`src/inc/psrs_params.svh`:
```
// Constants for the power-save and reset-status block
// Overview of operation
// [RULE1] Every kind of device reset sets its own cause flag in the reset-cause register.
// [RULE2] Power-on reset clears the register except brown-out and power-on flags, which set.
// [RULE3] Software may set or clear any cause bit; doing so never resets the device.
// [RULE4] Bit 3 sleep-wake, bit 2 idle-wake, bit 1 brown-out, bit 0 power-on flag.
// [RULE5] Software should clear cause bits after reading them.
// [RULE6] Watchdog fuse at 1 keeps watchdog enabled regardless of software enable.
// [RULE7] Entering idle stops instruction execution and clears the watchdog timer.
// [RULE8] In idle, clocks and peripherals keep running; low-power oscillator stays if needed.
// [RULE9] Idle ends on enabled interrupt, any device reset, or watchdog time-out.
// [RULE10] After idle wake, CPU clock returns and execution resumes 2-4 cycles later.
// [RULE11] Interrupt coinciding with power-save instruction waits until entry completes.
// [RULE12] Doze slows only the CPU clock; peripherals run full rate, domains aligned.
// [RULE13] Bit 11 of the clock divider register enables doze.
// [RULE14] Bits 14:12 pick ratio among eight settings 1:1 to 1:128, default 1:1.
// [RULE15] Bit 15 set lets an interrupt end doze; clear leaves doze unchanged.
// [RULE16] Module-disable bit stops the peripheral's clocks and its register access.
// [RULE17] Peripheral enabled only if present and its disable bit clear; resets enabled.
// [RULE18] Disable bit change reaches the peripheral after one instruction cycle.
// [RULE19] Ratio field n gives CPU clock equal to peripheral clock over two to the n.
// [RULE20] Non-power-on resets set only their own flag, keeping other bits.
`ifndef PSRS_PARAMS_SVH
`define PSRS_PARAMS_SVH
`define PSRS_ADDR_W 12
`define PSRS_OFF_RCAUSE 12'h000
`define PSRS_OFF_CLOCK_DIVIDER_REGISTER 12'h004
`define PSRS_OFF_MODDIS 12'h008
`define PSRS_OFF_STATE 12'h00c
`define PSRS_RCAUSE_POR_VAL 16'h0003
`define PSRS_RCAUSE_MASK 16'h00ff
`define PSRS_BIT_POR 0
`define PSRS_BIT_BOR 1
`define PSRS_BIT_IDLE 2
`define PSRS_BIT_SLEEP 3
`define PSRS_BIT_WDTO 4
`define PSRS_BIT_WATCHDOG_SOFT_ENABLE 5
`define PSRS_BIT_SWR 6
`define PSRS_BIT_EXTR 7
`define PSRS_CLOCK_DIVIDER_REGISTER_MASK 16'hf800
`define PSRS_CLOCK_DIVIDER_REGISTER_RST 16'h0000
`define PSRS_BIT_ROI 15
`define PSRS_DOZE_HI 14
`define PSRS_DOZE_LO 12
`define PSRS_BIT_CPU_SLOW_ENABLE 11
`define PSRS_NPERIPH 16
`define PSRS_PRESENT 16'h7fff
`define PSRS_MODDIS_RST 16'h0000
`define PSRS_WAKE_CYC 2'h3
`endif

```
`src/inc/psrs_pkg.sv`:
```
// Types shared by the power-save and reset-status block
package psrs_pkg;
  typedef enum logic [1:0] {PSRS_RUN, PSRS_ENTER, PSRS_IDLE, PSRS_WAKE} psrs_state_t;
  typedef logic [2:0] psrs_ratio_t;
endpackage

```
`src/hw/psrs_doze_tick.sv`:
```
// CPU clock-enable tick generator for doze mode
`timescale 1ns/1ps
`include "psrs_params.svh"
module psrs_doze_tick (
  // Clock and reset
  input wire logic pclk,
  input wire logic presetn,
  // Control
  input wire logic doze_en,
  input wire psrs_pkg::psrs_ratio_t ratio,
  // Tick out
  output logic tick
);
  import psrs_pkg::*;
  logic [6:0] cnt_reg;
  logic [6:0] cnt_next;
  logic [6:0] mask;
  logic tick_reg;
  logic tick_next;

  // Free counter keeps both domains phase-locked to pclk [RULE12]
  always_comb begin
    mask = 7'h7f >> (3'h7 - ratio);
    cnt_next = cnt_reg + 7'h01;
    tick_next = !doze_en || ((cnt_next & mask) == 7'h00); // [RULE19]
  end

  always_ff @(posedge pclk or negedge presetn) begin
    if (!presetn) begin
      cnt_reg <= 7'h00;
      tick_reg <= 1'b1;
    end else begin
      cnt_reg <= cnt_next;
      tick_reg <= tick_next;
    end
  end

  assign tick = tick_reg;

  a_ratio_one: assert property (@(posedge pclk) disable iff (!presetn)
    (!doze_en) |=> tick) // [RULE19]
    else $error("Tick missing with doze off");
endmodule

```
`src/hw/psrs_top.sv`:
```
// Power-save sequencer, doze control, module disable and reset-cause status
//
// Our own choices: the register addresses and the APB register port.
`timescale 1ns/1ps
`include "psrs_params.svh"
module psrs_top (
  // Clock and power-on reset
  input wire logic pclk,
  input wire logic presetn,
  // APB slave
  input wire logic psel,
  input wire logic penable,
  input wire logic pwrite,
  input wire logic [11:0] paddr,
  input wire logic [31:0] pwdata,
  output logic [31:0] prdata,
  output logic pready,
  output logic pslverr,
  // Reset and sleep-wake events, one-cycle pulses
  input wire logic brownout_evt,
  input wire logic wdt_reset_evt,
  input wire logic sw_reset_evt,
  input wire logic ext_reset_evt,
  input wire logic sleep_wake_evt,
  // CPU side
  input wire logic power_save_instr,
  input wire logic irq_pending,
  output logic cpu_clk_en,
  output logic cpu_run,
  // Watchdog and oscillator
  input wire logic watchdog_fuse_enable,
  input wire logic wdt_timeout,
  input wire logic fail_safe_clock_monitor,
  output logic watchdog_enable,
  output logic watchdog_clear,
  output logic low_power_rc_osc_en,
  // Peripheral enables
  output logic [15:0] periph_en
);
  import psrs_pkg::*;

  psrs_state_t state_reg;
  psrs_state_t state_next;
  logic [1:0] wake_cnt_reg;
  logic [1:0] wake_cnt_next;
  logic cpu_run_reg;
  logic cpu_run_next;
  logic cpu_clk_reg;
  logic cpu_clk_next;
  logic wdt_clr_reg;
  logic wdt_clr_next;
  logic [15:0] rcause_reg;
  logic [15:0] rcause_next;
  logic [15:0] clock_divider_register_reg;
  logic [15:0] clock_divider_register_next;
  logic [15:0] moddis_reg;
  logic [15:0] moddis_next;
  logic [15:0] pen_reg;
  logic [15:0] pen_next;
  logic wdt_en_reg;
  logic wdt_en_next;
  logic low_power_rc_osc_reg;
  logic low_power_rc_osc_next;
  logic fuse_s1_reg;
  logic fuse_s2_reg;
  logic [31:0] prdata_reg;
  logic [31:0] prdata_next;
  logic pready_reg;
  logic pready_next;
  logic pslverr_reg;
  logic pslverr_next;
  logic doze_tick;
  logic any_reset;
  logic wake_src;
  logic wr_done;
  logic mapped;
  logic [31:0] rd_val;
  logic first_reg;

  // Fuse is a strap from outside the clock domain
  always_ff @(posedge pclk or negedge presetn) begin
    if (!presetn) begin
      fuse_s1_reg <= 1'b1;
      fuse_s2_reg <= 1'b1;
    end else begin
      fuse_s1_reg <= watchdog_fuse_enable;
      fuse_s2_reg <= fuse_s1_reg;
    end
  end

  psrs_doze_tick u_doze (
    .pclk(pclk),
    .presetn(presetn),
    .doze_en(clock_divider_register_reg[`PSRS_BIT_CPU_SLOW_ENABLE]), // [RULE13]
    .ratio(clock_divider_register_reg[`PSRS_DOZE_HI:`PSRS_DOZE_LO]), // [RULE14]
    .tick(doze_tick)
  );

  // APB decode; one wait state keeps all outputs registered
  always_comb begin
    mapped = (paddr == `PSRS_OFF_RCAUSE) || (paddr == `PSRS_OFF_CLOCK_DIVIDER_REGISTER) ||
             (paddr == `PSRS_OFF_MODDIS) || (paddr == `PSRS_OFF_STATE);
    wr_done = psel && penable && pready_reg && pwrite && mapped;
    rd_val = 32'h0000_0000;
    unique case (paddr)
      `PSRS_OFF_RCAUSE: rd_val[15:0] = rcause_reg;
      `PSRS_OFF_CLOCK_DIVIDER_REGISTER: rd_val[15:0] = clock_divider_register_reg;
      `PSRS_OFF_MODDIS: rd_val[15:0] = moddis_reg;
      `PSRS_OFF_STATE: rd_val[15:0] = {12'h000, cpu_clk_reg, cpu_run_reg, state_reg};
      default: rd_val = 32'h0000_0000;
    endcase
    pready_next = psel && penable && !pready_reg;
    prdata_next = pready_next ? rd_val : 32'h0000_0000;
    pslverr_next = pready_next && !mapped;
  end

  always_ff @(posedge pclk or negedge presetn) begin
    if (!presetn) begin
      pready_reg <= 1'b0;
      prdata_reg <= 32'h0000_0000;
      pslverr_reg <= 1'b0;
    end else begin
      pready_reg <= pready_next;
      prdata_reg <= prdata_next;
      pslverr_reg <= pslverr_next;
    end
  end

  // Any reset seen by this block wakes it from idle
  assign any_reset = brownout_evt | wdt_reset_evt | sw_reset_evt | ext_reset_evt;
  assign wake_src = irq_pending | any_reset | wdt_timeout;

  // Reset-cause register: event sets win over a same-cycle software clear
  always_comb begin
    rcause_next = rcause_reg;
    if (wr_done && paddr == `PSRS_OFF_RCAUSE) begin
      rcause_next = pwdata[15:0] & `PSRS_RCAUSE_MASK; // [RULE3]
    end
    if (brownout_evt) begin
      rcause_next[`PSRS_BIT_BOR] = 1'b1; // [RULE1] [RULE20]
    end
    if (wdt_reset_evt) begin
      rcause_next[`PSRS_BIT_WDTO] = 1'b1; // [RULE1] [RULE20]
    end
    if (sw_reset_evt) begin
      rcause_next[`PSRS_BIT_SWR] = 1'b1; // [RULE1] [RULE20]
    end
    if (ext_reset_evt) begin
      rcause_next[`PSRS_BIT_EXTR] = 1'b1; // [RULE1] [RULE20]
    end
    if (sleep_wake_evt) begin
      rcause_next[`PSRS_BIT_SLEEP] = 1'b1; // [RULE4]
    end
    if (state_reg == PSRS_IDLE && wake_src) begin
      rcause_next[`PSRS_BIT_IDLE] = 1'b1; // [RULE4]
    end
  end

  // Power-on is the asynchronous reset of this block
  always_ff @(posedge pclk or negedge presetn) begin
    if (!presetn) begin
      rcause_reg <= `PSRS_RCAUSE_POR_VAL; // [RULE2]
      first_reg <= 1'b1;
    end else begin
      rcause_reg <= rcause_next;
      first_reg <= 1'b0;
    end
  end

  // Clock divider and module disable registers
  always_comb begin
    clock_divider_register_next = clock_divider_register_reg;
    moddis_next = moddis_reg;
    if (wr_done && paddr == `PSRS_OFF_CLOCK_DIVIDER_REGISTER) begin
      clock_divider_register_next = pwdata[15:0] & `PSRS_CLOCK_DIVIDER_REGISTER_MASK;
    end
    if (wr_done && paddr == `PSRS_OFF_MODDIS) begin
      moddis_next = pwdata[15:0];
    end
    // Hardware exit from doze beats a same-cycle write
    if (irq_pending && clock_divider_register_reg[`PSRS_BIT_ROI]) begin
      clock_divider_register_next[`PSRS_BIT_CPU_SLOW_ENABLE] = 1'b0; // [RULE15]
    end
  end

  always_ff @(posedge pclk or negedge presetn) begin
    if (!presetn) begin
      clock_divider_register_reg <= `PSRS_CLOCK_DIVIDER_REGISTER_RST; // [RULE14]
      moddis_reg <= `PSRS_MODDIS_RST; // [RULE17]
    end else begin
      clock_divider_register_reg <= clock_divider_register_next;
      moddis_reg <= moddis_next;
    end
  end

  // Per-peripheral gate, updated once per instruction cycle
  genvar gi;
  generate
    for (gi = 0; gi < `PSRS_NPERIPH; gi = gi + 1) begin : g_periph
      localparam logic [15:0] PRESENT = `PSRS_PRESENT;
      always_comb begin
        pen_next[gi] = doze_tick ? (PRESENT[gi] & ~moddis_reg[gi]) : pen_reg[gi]; // [RULE16] [RULE17] [RULE18]
      end
    end
  endgenerate

  always_ff @(posedge pclk or negedge presetn) begin
    if (!presetn) begin
      pen_reg <= `PSRS_PRESENT; // [RULE17]
    end else begin
      pen_reg <= pen_next;
    end
  end

  // Idle sequencer
  always_comb begin
    state_next = state_reg;
    wake_cnt_next = wake_cnt_reg;
    cpu_run_next = cpu_run_reg;
    wdt_clr_next = 1'b0;
    unique case (state_reg)
      PSRS_RUN: begin
        if (power_save_instr) begin
          state_next = PSRS_ENTER;
          cpu_run_next = 1'b0; // [RULE7]
          wdt_clr_next = 1'b1; // [RULE7]
        end
      end
      // Entry always completes; a coincident interrupt is looked at only in idle
      PSRS_ENTER: state_next = PSRS_IDLE; // [RULE11]
      PSRS_IDLE: begin
        if (wake_src) begin
          state_next = PSRS_WAKE; // [RULE9]
          wake_cnt_next = 2'h1;
        end
      end
      PSRS_WAKE: begin
        wake_cnt_next = wake_cnt_reg + 2'h1;
        if (wake_cnt_reg == `PSRS_WAKE_CYC) begin
          state_next = PSRS_RUN;
          cpu_run_next = 1'b1; // [RULE10]
        end
      end
    endcase
    // CPU clock is back from the first wake cycle, subject to doze
    cpu_clk_next = (state_next != PSRS_ENTER && state_next != PSRS_IDLE) && doze_tick; // [RULE10] [RULE12]
    wdt_en_next = fuse_s2_reg | rcause_reg[`PSRS_BIT_WATCHDOG_SOFT_ENABLE]; // [RULE6]
    low_power_rc_osc_next = wdt_en_next | fail_safe_clock_monitor; // [RULE8]
  end

  always_ff @(posedge pclk or negedge presetn) begin
    if (!presetn) begin
      state_reg <= PSRS_RUN;
      wake_cnt_reg <= 2'h0;
      cpu_run_reg <= 1'b1;
      cpu_clk_reg <= 1'b1;
      wdt_clr_reg <= 1'b0;
      wdt_en_reg <= 1'b1;
      low_power_rc_osc_reg <= 1'b1;
    end else begin
      state_reg <= state_next;
      wake_cnt_reg <= wake_cnt_next;
      cpu_run_reg <= cpu_run_next;
      cpu_clk_reg <= cpu_clk_next;
      wdt_clr_reg <= wdt_clr_next;
      wdt_en_reg <= wdt_en_next;
      low_power_rc_osc_reg <= low_power_rc_osc_next;
    end
  end

  assign prdata = prdata_reg;
  assign pready = pready_reg;
  assign pslverr = pslverr_reg;
  assign cpu_clk_en = cpu_clk_reg;
  assign cpu_run = cpu_run_reg;
  assign watchdog_enable = wdt_en_reg;
  assign watchdog_clear = wdt_clr_reg;
  assign low_power_rc_osc_en = low_power_rc_osc_reg;
  assign periph_en = pen_reg;

  a_bor_flag_set: assert property (@(posedge pclk) disable iff (!presetn) // [RULE1]
    brownout_evt |=> rcause_reg[`PSRS_BIT_BOR])
    else $error("Brown-out flag not set");
  a_por_init_value: assert property (@(posedge pclk) disable iff (!presetn) // [RULE2]
    first_reg |-> rcause_reg == `PSRS_RCAUSE_POR_VAL)
    else $error("Power-on value wrong");
  a_fuse_forces_wdt: assert property (@(posedge pclk) disable iff (!presetn) // [RULE6]
    fuse_s2_reg |=> watchdog_enable)
    else $error("Watchdog not forced on by fuse");
  a_idle_entry_clear: assert property (@(posedge pclk) disable iff (!presetn) // [RULE7]
    (state_reg == PSRS_RUN && power_save_instr) |=> (watchdog_clear && !cpu_run) ##1 !watchdog_clear)
    else $error("Idle entry did not clear watchdog");
  a_idle_wake_src: assert property (@(posedge pclk) disable iff (!presetn) // [RULE9]
    (state_reg == PSRS_IDLE && wake_src) |=> state_reg == PSRS_WAKE && rcause_reg[`PSRS_BIT_IDLE])
    else $error("Idle did not end on wake event");
  a_wake_latency: assert property (@(posedge pclk) disable iff (!presetn) // [RULE10]
    (state_reg == PSRS_IDLE && wake_src) |-> !cpu_run [*3] ##[1:2] cpu_run)
    else $error("Wake latency outside 2-4 cycles");
  a_entry_completes: assert property (@(posedge pclk) disable iff (!presetn) // [RULE11]
    state_reg == PSRS_ENTER |=> state_reg == PSRS_IDLE)
    else $error("Idle entry interrupted");
  a_roi_exit_doze: assert property (@(posedge pclk) disable iff (!presetn) // [RULE15]
    (irq_pending && clock_divider_register_reg[`PSRS_BIT_ROI]) |=> !clock_divider_register_reg[`PSRS_BIT_CPU_SLOW_ENABLE])
    else $error("Interrupt did not end doze");
  a_moddis_follows: assert property (@(posedge pclk) disable iff (!presetn) // [RULE18]
    $changed(pen_reg) |-> $past(doze_tick) && (pen_reg == (`PSRS_PRESENT & ~$past(moddis_reg))))
    else $error("Peripheral enable changed off an instruction cycle");
  a_absent_off: assert property (@(posedge pclk) disable iff (!presetn) // [RULE17]
    (pen_reg & ~`PSRS_PRESENT) == 16'h0000)
    else $error("Absent peripheral enabled");
endmodule

```
`config.mk`:
```
export PLATFORM = sky130hd
export DESIGN_NAME = psrs_top
export DESIGN_NICKNAME = d
export VERILOG_FILES = /design/src/inc/psrs_pkg.sv /design/src/hw/psrs_doze_tick.sv /design/src/hw/psrs_top.sv
export VERILOG_INCLUDE_DIRS = /design/src /design/src/inc
export SDC_FILE = /design/constraint.sdc
export NUM_CORES = 1
export LEC_CHECK = 0
export BUFFER_PORTS_ARGS = -buffer_cell sky130_fd_sc_hd__buf_2
export CAP_MARGIN = 20
export CORE_ASPECT_RATIO = 1.75
export CORE_MARGIN = 5
export CORE_UTILIZATION = 30
export DETAILED_ROUTE_END_ITERATION = 6
export GPL_TIMING_DRIVEN = 0
export SYNTH_ARGS = -nofsm -noshare
export SYNTH_HDL_FRONTEND = slang
export SYNTH_SLANG_ARGS = --single-unit
```
`constraint.sdc`:
```
create_clock -name pclk -period 5.2 [get_ports pclk]
set_input_delay 1.04 -clock pclk [delete_from_list [all_inputs] [get_ports pclk]]
set_output_delay 1.04 -clock pclk [all_outputs]
set_load 0.005 [all_outputs]
```
==> impl.org, run 1 <==
** Status
- Outcome :: completed

** Placed design
- At the end of routability-driven placement, the weighted congestion stood at 0.783.
- After detailed placement, the design holds a cell count of 520.
- Buffers placed on the I/O ports in this run total ~80.
- Timing analysis after detailed placement gives a worst setup slack of around 2.4 ns.
- Once detailed placement completed, the half-perimeter wirelength came to between 6000 and 7000 um.

** Finish
- The number of antenna diodes in the final layout is 0.
- Final net count :: between 400 and 500
- Fillcell total :: 1129
- In the final layout, the share of cells above drive strength 1 is a little over two fifths.
- Excluding fillers, the count of instances in the completed layout stands at 536.
- Cells fill about two fifths of the core in the end.
- The area growth from synthesis to layout is 26.8%.

** Timing
- Count of final setup violators :: 0
- In this run the tightest slew margin relative to its limit is between 50% and 60%.
- Highest clock frequency the design can meet :: about 400 MHz
- Total negative slack :: 0 ns
- For the pin with the worst max-slew slack, the measured transition is 0.665 ns.
- RSZ-0062 raised after global routing :: no
- Counting I/O delays and the setup requirement, the final critical path takes 2.44 ns.
- The total count of max-transition violations in the final report came to 0.
- Endpoints failing hold :: 0
- Final Skew :: between 0.006 and 0.007 ns
- Final Cycle Share :: between 40% and 50%
- In the post-route analysis, the smallest setup slack over all paths is 2.76 ns.

** Global route
- Initial antenna violation count :: 0
- Global routing consumed, on the met3 layer, approximately 3.1% of the routing resources.
- Number of global-route vias before repair :: approximately 2700
- The first global-routing pass estimated about 14000 um of wire.
- Global routing used between 10% and 20% of the available tracks across all layers.
- GRT overflow :: 0
- Layer carrying the most global-route usage :: met2
- GR Layer Usage met1 :: 14.1%
- For this run, global-route usage on met2 was measured as 22.4%.
- Entering global routing, the biggest net connects between 70 and 80 pins.

** Clock tree
- Depth of the CTS H-tree :: 3
- At the later pin of the worst-skew pair, clock insertion delay measures between 0.3 and 0.4 ns.
- Buffers added to address setup during post-CTS repair amount to 0.
- CTS root buf :: sky130_fd_sc_hd__clkbuf_16
- Clock transition at the registers of the reported paths :: 0.06 ns
- Clock Sinks :: 81
- Post-cts sizing count :: 0
- TritonCTS created 9 clock buffers.
- The longest clock path from root to sink contains 2 buffers.
- TritonCTS built the clock tree.
- Hold buffer count at cts :: 0

** Logic synthesis
- The commonest cells after synthesis are sky130_fd_sc_hd__dfrtp_1 (57), sky130_fd_sc_hd__dfstp_2 (24), sky130_fd_sc_hd__nor2_1 (21).
- Share of Yosys cell area claimed by the top area cell type :: ~40%
- The most common cell in the synthesized netlist is sky130_fd_sc_hd__dfrtp_1.
- In the synthesized netlist the async set-or-reset flop fraction comes to 100%.
- YS warnings :: 0
- Sequential fraction of the synthesis area :: between 50% and 60%
- In the post-synthesis netlist, the biggest area contributors are sky130_fd_sc_hd__dfrtp_1 (40%), sky130_fd_sc_hd__dfstp_2 (18%), sky130_fd_sc_hd__mux2i_1 (5.3%).
- After synthesis the cells add up to roughly 0.0036 sq mm.
- Synthesis inferred approximately 80 register bits.
- Average cell area after synthesis :: around 12 sq um
- Number of enable-type register cells in the synthesized netlist :: 0
- Cells after Synth :: ~290
- Commonest register cell after synthesis :: sky130_fd_sc_hd__dfrtp_1
- Post-synthesis cell type with the largest combined area :: sky130_fd_sc_hd__dfrtp_1
- Number of distinct library cells after synthesis :: 46

** Floorplanning
- The core region is roughly 0.012 sq mm.
- Measured along the x axis, the die boundary spans approximately 93 um.
- Number of rows in the core area :: 52
- Full die area :: 0.0143 sq mm
- The floorplan step set the die height to ~150 um.
- Starting Density :: 30.8%
- For this design the top-level I/O count stands at 114.

** Critical path
- Req. time, crit path :: around 5.4 ns
- The worst setup path is of the input pin to flip-flop kind.
- STA classifies the critical path startpoint as an input pin.
- The worst setup path is captured at a flip-flop.
- Arr. time, crit path :: approximately 2.7 ns
- Critical Path Fanout Max :: 10

** Detailed routing
- Once detail routing completed, the nets flagged for antenna violations numbered 0.
- The final route contains around 2500 vias.
- Wire length reported by the detailed router :: around 8500 um
- The first routing iteration left slightly below 80 violations.
- Detail-routed via count per cell :: 4.66
- WL/cell :: about 16 um
- Number of design rule violations left after detail routing :: 0
- TritonRoute pass-1 iters :: 4

** Power
- For this design the static power due to leakage is between 2 and 2.5 nW.
- Dividing total power by cell area gives a power density of between 300 and 400 mW/mm^2.
- Worst supply voltage drop on vdd :: approximately 190 uV

** Job
- The tool flagged a number of max-cap violations equal to 0.

** Min path
- Kind of path behind the tightest hold check :: flip-flop to flip-flop
power breakdown:
part | total [mW] | internal (mW) | switching, mW
Combinational | 0.138 | 0.0618 | 0.0767
Sequential | 0.666 | 0.656 | 0.00928
Clock | 0.643 | 0.396 | 0.247
through the flow:
step / hold slack [ns] / power [mW] / cell area (sq um)
floorplan: 0.345 / 0.756 / 3640
global placement: 0.346 / 0.807 / 4210
detailed placement: 0.348 / 0.817 / 4240
CTS: 0.357 / 1.47 / 4540
global route: 0.363 / 1.51 / 4540
finish: 0.356 / 1.45 / 4540
layout make-up:
class | count | area, sq um | share of cell area (%)
Sequential cell | 81 | 2060 | 45.3
Multi-Input combinational cell | 175 | 1300 | 28.6
Timing Repair Buffer | 80 | 425 | 9.36
Clock buffer | 11 | 253 | 5.56
Buffer | 31 | 219 | 4.82
Tap cell | 135 | 169 | 3.72
Inverter | 18 | 67.6 | 1.49
Clock inverter | 5 | 53.8 | 1.18
worst paths after layout:
kind / cells past startpoint / endpoint / slack (ns) / startpoint
max in group asynchronous: 2 / periph_en[14]$_DFFE_PN1P_ / 4.03 / presetn
min in group asynchronous: 1 / moddis_reg[2]$_DFFE_PN0P_ / 0.54 / presetn
worst max register to register: 6 / u_doze.tick$_DFF_PN1_ / 3.24 / u_doze.cnt_reg[0]$_DFF_PN0_
worst min-delay path: 0 / fuse_s2_reg$_DFF_PN1_ / 0.36 / fuse_s1_reg$_DFF_PN1_
worst max-delay path: 6 / moddis_reg[11]$_DFFE_PN0P_ / 2.76 / paddr[2]
worst min register to register: 0 / fuse_s2_reg$_DFF_PN1_ / 0.36 / fuse_s1_reg$_DFF_PN1_
layout by cell type, fill, tap and decap left out, types with 3 or more instances in the layout:
master                       n
sky130_fd_sc_hd__xor2_1      4
sky130_fd_sc_hd__nand3_1     6
sky130_fd_sc_hd__nor2b_1     4
sky130_fd_sc_hd__or3_1       3
sky130_fd_sc_hd__clkbuf_16   9
sky130_fd_sc_hd__and2_1      6
sky130_fd_sc_hd__mux2_2     16
sky130_fd_sc_hd__a22oi_1     9
sky130_fd_sc_hd__dfrtp_1    57
sky130_fd_sc_hd__mux2_4     10
sky130_fd_sc_hd__buf_4      18
sky130_fd_sc_hd__o21ai_0     5
sky130_fd_sc_hd__clkinv_2    3
sky130_fd_sc_hd__dfstp_2    24
sky130_fd_sc_hd__a21boi_0    7
sky130_fd_sc_hd__inv_1      18
sky130_fd_sc_hd__mux2i_1    19
sky130_fd_sc_hd__clkbuf_1    8
sky130_fd_sc_hd__nor2_1     21
sky130_fd_sc_hd__buf_2      81
sky130_fd_sc_hd__conb_1     17
sky130_fd_sc_hd__nand2_1    11
sky130_fd_sc_hd__a211o_1     6
metal layers:
layer	share of wire, %	wire length, um
met1	36	3080
met2	55	4660
met3	5.7	481
met4	3.2	269
met5	0	0
worst max-delay path, stage by stage:
cell	delay (ns)
sky130_fd_sc_hd__buf_2	0.16
sky130_fd_sc_hd__nor2b_1	0.54
sky130_fd_sc_hd__and3_4	0.31
sky130_fd_sc_hd__buf_8	0.14
sky130_fd_sc_hd__buf_12	0.16
sky130_fd_sc_hd__mux2_4	0.30
cells by family (layout without fill, tap and decap cells):
group	Yosys count	after routing	share of synthesized area [%]
AOI/OAI and AO/OA	38	38	7.89
xor gates and xnor gates	6	6	1.47
adders and majority gates	2	2	0.698
buffers and inverters	49	145	8.00
DFF	81	81	57.4
muxes	45	45	14.5
other	1	17	0.105
and+or+nand+nor	67	67	9.88
(Power assumes the default switching activity.)
==> inputs of run 2 (changes only) <==
- clock period: 5.2 -> 2.49 ns (I/O delays scaled with it)
==> impl.org, run 2 (synthesized netlist as in run 1, its figures left out) <==
** Status
- Outcome :: completed (unchanged)

** Power
- Switching part of the total power :: 22.9% (was 23.0%)
- Fraction of power consumed by sequential logic :: 46.1% (was 46.0%)
- The relative contribution of the clock network to total power is 44.3% (was 44.4%).
- Combinational power share :: 9.6% (about the same)
- Worst supply voltage drop on vdd :: 395 uV (was 190 uV)
- Static Leak :: 2.37 nW (was 2.36 nW)
- Internal :: 2.33 mW (was 1.11 mW)
- Cell Pwr Density :: 663 mW/mm^2 (was 318 mW/mm^2)
- Net Switching :: 0.691 mW (was 0.333 mW)

** Floorplanning
- The number of rows in the core area was 52 (unchanged).
- Starting Density :: 30.8% (unchanged)
- Die height :: 155 um (unchanged)
- Core Footprint :: 0.0116 sq mm (unchanged)
- The die outline area is 0.0143 sq mm (unchanged).
- Die W :: 92.6 um (unchanged)
- The I/O pin total is 114 (unchanged).

** Timing
- Worst-margin pin slew :: 0.688 ns (was 0.665 ns)
- Based on the critical path, the design can be clocked at up to a little over 500 MHz.
- RSZ-0062 raised after global routing: no (unchanged).
- Final Skew :: 0.00613 ns (was 0.00633 ns)
- Final Cycle Share :: around four fifths
- The number of failing hold endpoints at the final stage came to 0 (unchanged).
- Crit path time final :: just under 2 ns
- Count of final setup violators :: 0 (unchanged)
- The worst-case headroom to the max-slew limit was 54.0% (was 55.6%).
- Total negative slack :: 0 ns (unchanged)
- Final number of max-transition violations :: 0 (unchanged)

** Detailed routing
- Detailed-route via count :: 2508 (was 2499)
- Number of design rule violations left after detail routing :: 0 (unchanged)
- TritonRoute pass-1 iters :: 4 (unchanged)
- Detail-routed via count per cell :: 4.67 (was 4.66)
- The post-detailed-routing wire length is 8460 um (was 8490 um).
- WL/cell :: 15.7 um (was 15.8 um)
- The DRC marker count from the first detailed-route iteration was 74 (was 78).
- Residual antenna-violating net count after detailed routing :: 0 (unchanged)

** Critical path
- The maximum fanout along the worst path came to 6 (was 10).
- The launching element type of the critical path is a flip-flop (was input pin).
- Arr. time, crit path :: 2.18 ns (was 2.66 ns)
- Critical path class :: flip-flop to flip-flop (was input pin to flip-flop)
- Critical path cell sequence: ha_1, and3_1, clkbuf_1, a21boi_0, o31a_1, o311ai_1 (was buf_2, nor2b_1, and3_4, buf_8, buf_12, mux2_4).
- The family with the most delay on the worst path was compound AO/OA/AOI/OAI gates (was simple AND/OR/NAND/NOR gates).
- The slowest stage cell on the critical path is sky130_fd_sc_hd__dfrtp_1 (was sky130_fd_sc_hd__nor2b_1).
- Stage delay of the slowest cell on the critical path :: 0.42 ns (was 0.54 ns)
- The type of element capturing the critical path is a flip-flop (unchanged).
- Req. time, crit path :: 2.72 ns (was 5.41 ns)
- Worst Path Buf+Inv :: 1 (was 3)

** Clock tree
- TritonCTS clock tree :: done (unchanged)
- The CTS root buffer is sky130_fd_sc_hd__clkbuf_16 (unchanged).
- Clock network latency to the later pin of the worst-skew pair :: 0.33 ns (was 0.34 ns)
- The buffer levels on the longest clock path was 2 (unchanged).
- The number of instances resized during post-cts repair was 0 (unchanged).
- The post-CTS setup buffer count is 0 (unchanged).
- The number of levels in the clock H-tree was 3 (unchanged).
- The CTS buffer count was 9 (unchanged).
- The total clock sinks came to 81 (unchanged).
- Clock transition at the registers of the reported paths :: 0.06 ns (about the same)

** Min path
- The type of the worst min-delay path is input pin to flip-flop (was flip-flop to flip-flop).

** Global route
- The met1 capacity usage during global routing is 14.1% (about the same).
- Largest net degree at the start of global routing :: 73 (unchanged)
- The fraction of met2 tracks used by global routing came to 22.4% (unchanged).
- Met3 track demand over resource :: 3.11% (unchanged)
- The initial antenna violation count came to 0 (unchanged).
- The first-pass GRT wire length came to 13900 um (about the same).
- The number of global-route vias before repair came to 2662 (was 2661).
- Layer carrying the most global-route usage :: met2 (unchanged)
- GRT Overall Usage :: 12.8% (about the same)
- The total congestion overflow after global routing was 0 (unchanged).

** Job
- The max-capacitance violation count came to 0 (unchanged).

** Finish
- Top library cells by usage in the layout, fill and taps aside :: sky130_fd_sc_hd__buf_2 (81), sky130_fd_sc_hd__dfrtp_1 (57), sky130_fd_sc_hd__dfstp_2 (24), sky130_fd_sc_hd__nor2_1 (21), sky130_fd_sc_hd__mux2i_1 (19) (unchanged)
- The fraction of layout instances using a drive strength above 1 came to 43.3% (was 43.4%).
- Number of diodes :: 0 (unchanged)
- The net count of the finished layout was 458 (was 457).
- Most common library cell in the layout ignoring fill and taps :: sky130_fd_sc_hd__buf_2 (unchanged)
- Design area :: 0.00455 sq mm (was 0.00454 sq mm)
- Area growth from synthesis to layout :: 27.1% (was 26.8%)

** Placed design
- Final RePlAce weighted congestion :: 0.783 (unchanged)
- The HPWL reported at the end of detailed placement was 6370 um (unchanged).
- Cell area after placement :: 0.00424 sq mm (unchanged)
- Number of input and output port buffers inserted :: 79 (unchanged)
run 2: power by group through the flow:
| stage | sequential, mW | combinational (mW) | clock (mW) |
|---|---|---|---|
| floorplan | 1.41 | 0.169 | 0 |
| global placement | 1.41 | 0.275 | 0 |
| detailed placement | 1.41 | 0.293 | 0 |
| CTS | 1.39 | 0.296 | 1.38 |
| global route | 1.40 | 0.340 | 1.43 |
| finish | 1.39 | 0.290 | 1.34 |
run 2: metrics by stage:
step / instances / hold slack [ns] / utilization [%] / worst slack [ns] / total power, mW
final: 537 / 0.258 / 39.1 / 0.542 / 3.02
after global routing: 537 / 0.237 / 39.1 / 0.351 / 3.16
after CTS: 537 / 0.237 / 39.1 / 0.547 / 3.07
after detailed placement: 520 / 0.348 / 36.4 / 0.189 / 1.71
after global placement: 519 / 0.346 / 36.1 / 0.206 / 1.69
after floorplan: 305 / 0.202 / - / 0.542 / 1.58
run 2: metal layers:
layer	vias to the layer above	part of all wire, %
met3	15	6.2
met4	0	2.9
li1	1170	-
met1	1229	36
met5	-	0
met2	94	55
run 2: timing repair:
| item | in CTS | in global routing |
|---|---|---|
| setup endpoints to repair | 0 | 0 |
| hold buffers | 1 | 0 |
| endpoints found under the hold margin | 5 | 0 |
run 2: cell type report:
class,count,area [sq um]
Buffer,31,219
Clock buffer,11,253
Clock inverter,5,53.8
Fill cell,1128,7090
Inverter,18,67.6
Multi-Input combinational cell,175,1300
Sequential cell,81,2060
Tap cell,135,169
Timing Repair Buffer,81,435
run 2: worst register-to-register path, cell delays in order (launching register included):
cell                       delay, ns
sky130_fd_sc_hd__dfrtp_1        0.42
sky130_fd_sc_hd__ha_1           0.26
sky130_fd_sc_hd__and3_1         0.17
sky130_fd_sc_hd__clkbuf_1       0.24
sky130_fd_sc_hd__a21boi_0       0.15
sky130_fd_sc_hd__o31a_1         0.31
sky130_fd_sc_hd__o311ai_1       0.30
run 2: path summary, 6_finish.rpt:
kind | start | endpoint | slack (ns) | cells past startpoint
worst min register to register | fuse_s1_reg$_DFF_PN1_ | fuse_s2_reg$_DFF_PN1_ | 0.36 | 0
worst min-delay path | watchdog_fuse_enable | fuse_s1_reg$_DFF_PN1_ | 0.26 | 1
min in group asynchronous | presetn | moddis_reg[2]$_DFFE_PN0P_ | 0.55 | 2
max in group asynchronous | presetn | periph_en[14]$_DFFE_PN1P_ | 1.31 | 3
worst max-delay path | u_doze.cnt_reg[0]$_DFF_PN0_ | u_doze.tick$_DFF_PN1_ | 0.54 | 6
worst max register to register | u_doze.cnt_reg[0]$_DFF_PN0_ | u_doze.tick$_DFF_PN1_ | 0.54 | 6
==> inputs of run 3 (changes only) <==
- clock period: 2.49 -> 2 ns (I/O delays scaled with it)
==> impl.org, run 3 (synthesized netlist as in run 1, its figures left out) <==
** Placed design
- Detail Placement HPWL :: 6370 um (unchanged)
- Final RePlAce weighted congestion :: 0.783 (unchanged)
- Number of input and output port buffers inserted :: 79 (unchanged)
- The number of instances in the placed design was 520 (unchanged).

** Critical path
- Top cell by count, worst path :: sky130_fd_sc_hd__or3_1
- Critical path class :: flip-flop to flip-flop (unchanged)
- Element type at the critical path start :: flip-flop (unchanged)
- The critical path's largest stage delay was 0.43 ns (was 0.42 ns).
- Req. time, crit path :: 2.23 ns (was 2.72 ns)
- Critical path cell sequence :: ha_1, or3_1, o311a_1, or3_1, o311ai_1 (was ha_1, and3_1, clkbuf_1, a21boi_0, o31a_1, o311ai_1)
- The slowest stage cell on the critical path was sky130_fd_sc_hd__dfrtp_1 (unchanged).
- The maximum fanout along the worst path came to 5 (was 6).
- The type of element capturing the critical path was a flip-flop (unchanged).
- The endpoint arrival time on the critical path was 2.08 ns (was 2.18 ns).

** Clock tree
- The CTS buffer count is 9 (unchanged).
- The buffer levels on the longest clock path was 2 (unchanged).
- Clock network latency to the later pin of the worst-skew pair :: 0.33 ns (about the same)
- Setup bufs post-CTS :: 0 (unchanged)
- TritonCTS clock tree :: done (unchanged)
- Clock transition at the registers of the reported paths :: 0.06 ns (about the same)
- Depth of the CTS H-tree :: 3 (unchanged)
- The CTS root buffer is sky130_fd_sc_hd__clkbuf_16 (unchanged).
- Clock Sinks :: 81 (unchanged)

** Floorplanning
- The effective utilization at floorplan was 30.8% (unchanged).
- Die height :: 155 um (unchanged)
- Core Footprint :: 0.0116 sq mm (unchanged)
- Boundary Pins :: 114 (unchanged)
- Number of rows in the core area :: 52 (unchanged)
- The horizontal die dimension is 92.6 um (unchanged).
- The die outline area came to 0.0143 sq mm (unchanged).

** Global route
- The first-pass GRT wire length was 13900 um (unchanged).
- Largest net degree at the start of global routing :: 73 (unchanged)
- The total congestion overflow after global routing is 0 (unchanged).
- The initial antenna violation count is 0 (unchanged).
- GRT Overall Usage :: 12.8% (unchanged)
- Number of global-route vias before repair :: 2662 (unchanged)

** Timing
- Rel. slew slack :: 53.3% (was 54.0%)
- Final Cycle Share :: 92.6% (was 78.2%)
- Worst-margin pin slew :: 0.699 ns (was 0.688 ns)
- The maximum clock frequency is 540 MHz (was 513 MHz).
- The post-route worst hold slack is 0.161 ns (was 0.258 ns).
- Crit path time final :: 1.85 ns (was 1.95 ns)
- Final Skew :: 0.00623 ns (was 0.00613 ns)
- Endpoints failing hold :: 0 (unchanged)
- Final number of max-transition violations :: 0 (unchanged)
- The setup violation total in the final timing report was 0 (unchanged).
- RSZ-0062 raised after global routing :: no (unchanged)

** Finish
- Top library cells by usage in the layout, fill and taps aside: sky130_fd_sc_hd__buf_2 (81), sky130_fd_sc_hd__dfrtp_1 (57), sky130_fd_sc_hd__dfstp_2 (24), sky130_fd_sc_hd__nor2_1 (21), sky130_fd_sc_hd__mux2i_1 (19) (unchanged).
- Most common library cell in the layout ignoring fill and taps :: sky130_fd_sc_hd__buf_2 (unchanged)
- The fraction of layout instances using a drive strength above 1 came to 43.6% (was 43.3%).
- Number of diodes :: 0 (unchanged)
- The layout overhead on the synthesized area is 27.0% (was 27.1%).
- The net count of the finished layout is 457 (was 458).
- The number of cells in the finished layout apart from fillers came to 536 (was 537).

** Power
- The worst IR drop on VDD came to 491 uV (was 395 uV).
- Switching part of the total power :: 22.9% (about the same)
- The switching component of the power is 0.860 mW (was 0.691 mW).
- The share of power burned in registers is 46.1% (about the same).
- The relative contribution of the clock network to total power was 44.3% (about the same).
- The part of the power in combinational logic was 9.6% (about the same).
- The leakage power figure was 2.36 nW (was 2.37 nW).
- The cell-internal power came to 2.90 mW (was 2.33 mW).
- The power per standard cell area is 826 mW/mm^2 (was 663 mW/mm^2).

** Status
- Outcome: completed (unchanged).

** Detailed routing
- Wire length reported by the detailed router :: 8470 um (was 8460 um)
- DRT iter0 DRCs :: 79 (was 74)
- The detailed-route via count is 2497 (was 2508).
- WL/cell :: 15.8 um (was 15.7 um)
- The post-route antenna net violation count came to 0 (unchanged).
- Number of design rule violations left after detail routing :: 0 (unchanged)
- TritonRoute pass-1 iters :: 7 (was 4)
- The number of vias per cell is 4.66 (was 4.67).

** Job
- The max-capacitance violation count came to 0 (unchanged).

** Min path
- Kind of path behind the tightest hold check :: input pin to flip-flop (unchanged)
[run 3: cell types whose count changed in the layout (fill, tap and decap cells not counted), sizes merged]
cell,before,now
clkbuf,19,18
[run 3: worst max-delay path, delay by kind of cell (launching register included)]
kind | cells | cell delay [ns]
AOI/OAI and AO/OA | 2 | 0.36
adders and majority gates | 1 | 0.28
DFF | 1 | 0.43
and+or+nand+nor | 2 | 0.67
[run 3: cell type report]
class                   count  area, sq um
fillers                  1130         7100
flip-flops and latches     81         2060
multi-input cells         175         1300
repair buffers             81          435
clock buffers              11          253
plain buffers              30          215
well taps                 135          169
inverters                  18         67.6
clock inverters             5         53.8
[run 3: worst paths after layout]
| check | start | end | slack (ns) | depth (start not counted) |
|---|---|---|---|---|
| worst min register to register | fuse_s1_reg$_DFF_PN1_ | fuse_s2_reg$_DFF_PN1_ | 0.36 | 0 |
| min in group asynchronous | presetn | moddis_reg[2]$_DFFE_PN0P_ | 0.45 | 2 |
| worst max-delay path | u_doze.cnt_reg[0]$_DFF_PN0_ | u_doze.tick$_DFF_PN1_ | 0.15 | 5 |
| worst min-delay path | watchdog_fuse_enable | fuse_s1_reg$_DFF_PN1_ | 0.16 | 1 |
| worst max register to register | u_doze.cnt_reg[0]$_DFF_PN0_ | u_doze.tick$_DFF_PN1_ | 0.15 | 5 |
| max in group asynchronous | presetn | periph_en[14]$_DFFE_PN1P_ | 0.92 | 3 |
[run 3: timing repair]
item	CTS	global route
hold endpoints to repair	5	0
gates resized for setup	0	1
endpoints found under the setup margin	0	1
hold buffers	1	0
[run 3: metal layers]
metal / up-vias / track usage, % / part of all wire [%]
met5: - / 0 / 0
met3: 15 / 3.11 / 6.0
met1: 1226 / 14.1 / 36
met2: 88 / 22.4 / 55
met4: 0 / 7.02 / 2.9
li1: 1168 / - / -
[run 3: power groups by stage]
stage	Combinational, mW	Clock (mW)	Sequential, mW
5_1_grt	0.424	1.78	1.74
6_report	0.361	1.67	1.73
3_3_place_gp	0.343	0	1.76
2_1_floorplan	0.210	0	1.76
4_1_cts	0.368	1.72	1.73
3_5_place_dp	0.365	0	1.76
[run 3: per-stage QoR]
| stage | setup TNS (ns) | util [%] | cell area, sq um | setup slack (ns) | power, mW |
|---|---|---|---|---|---|
| floorplan | 0 | - | 3640 | 0.150 | 1.97 |
| global placement | -4.27 | 36.1 | 4210 | -0.186 | 2.10 |
| detailed placement | -2.27 | 36.4 | 4240 | -0.203 | 2.12 |
| CTS | 0 | 39.1 | 4550 | 0.0575 | 3.82 |
| global route | 0 | 39.1 | 4550 | 0.0121 | 3.94 |
| finish | 0 | 39.1 | 4550 | 0.148 | 3.76 |
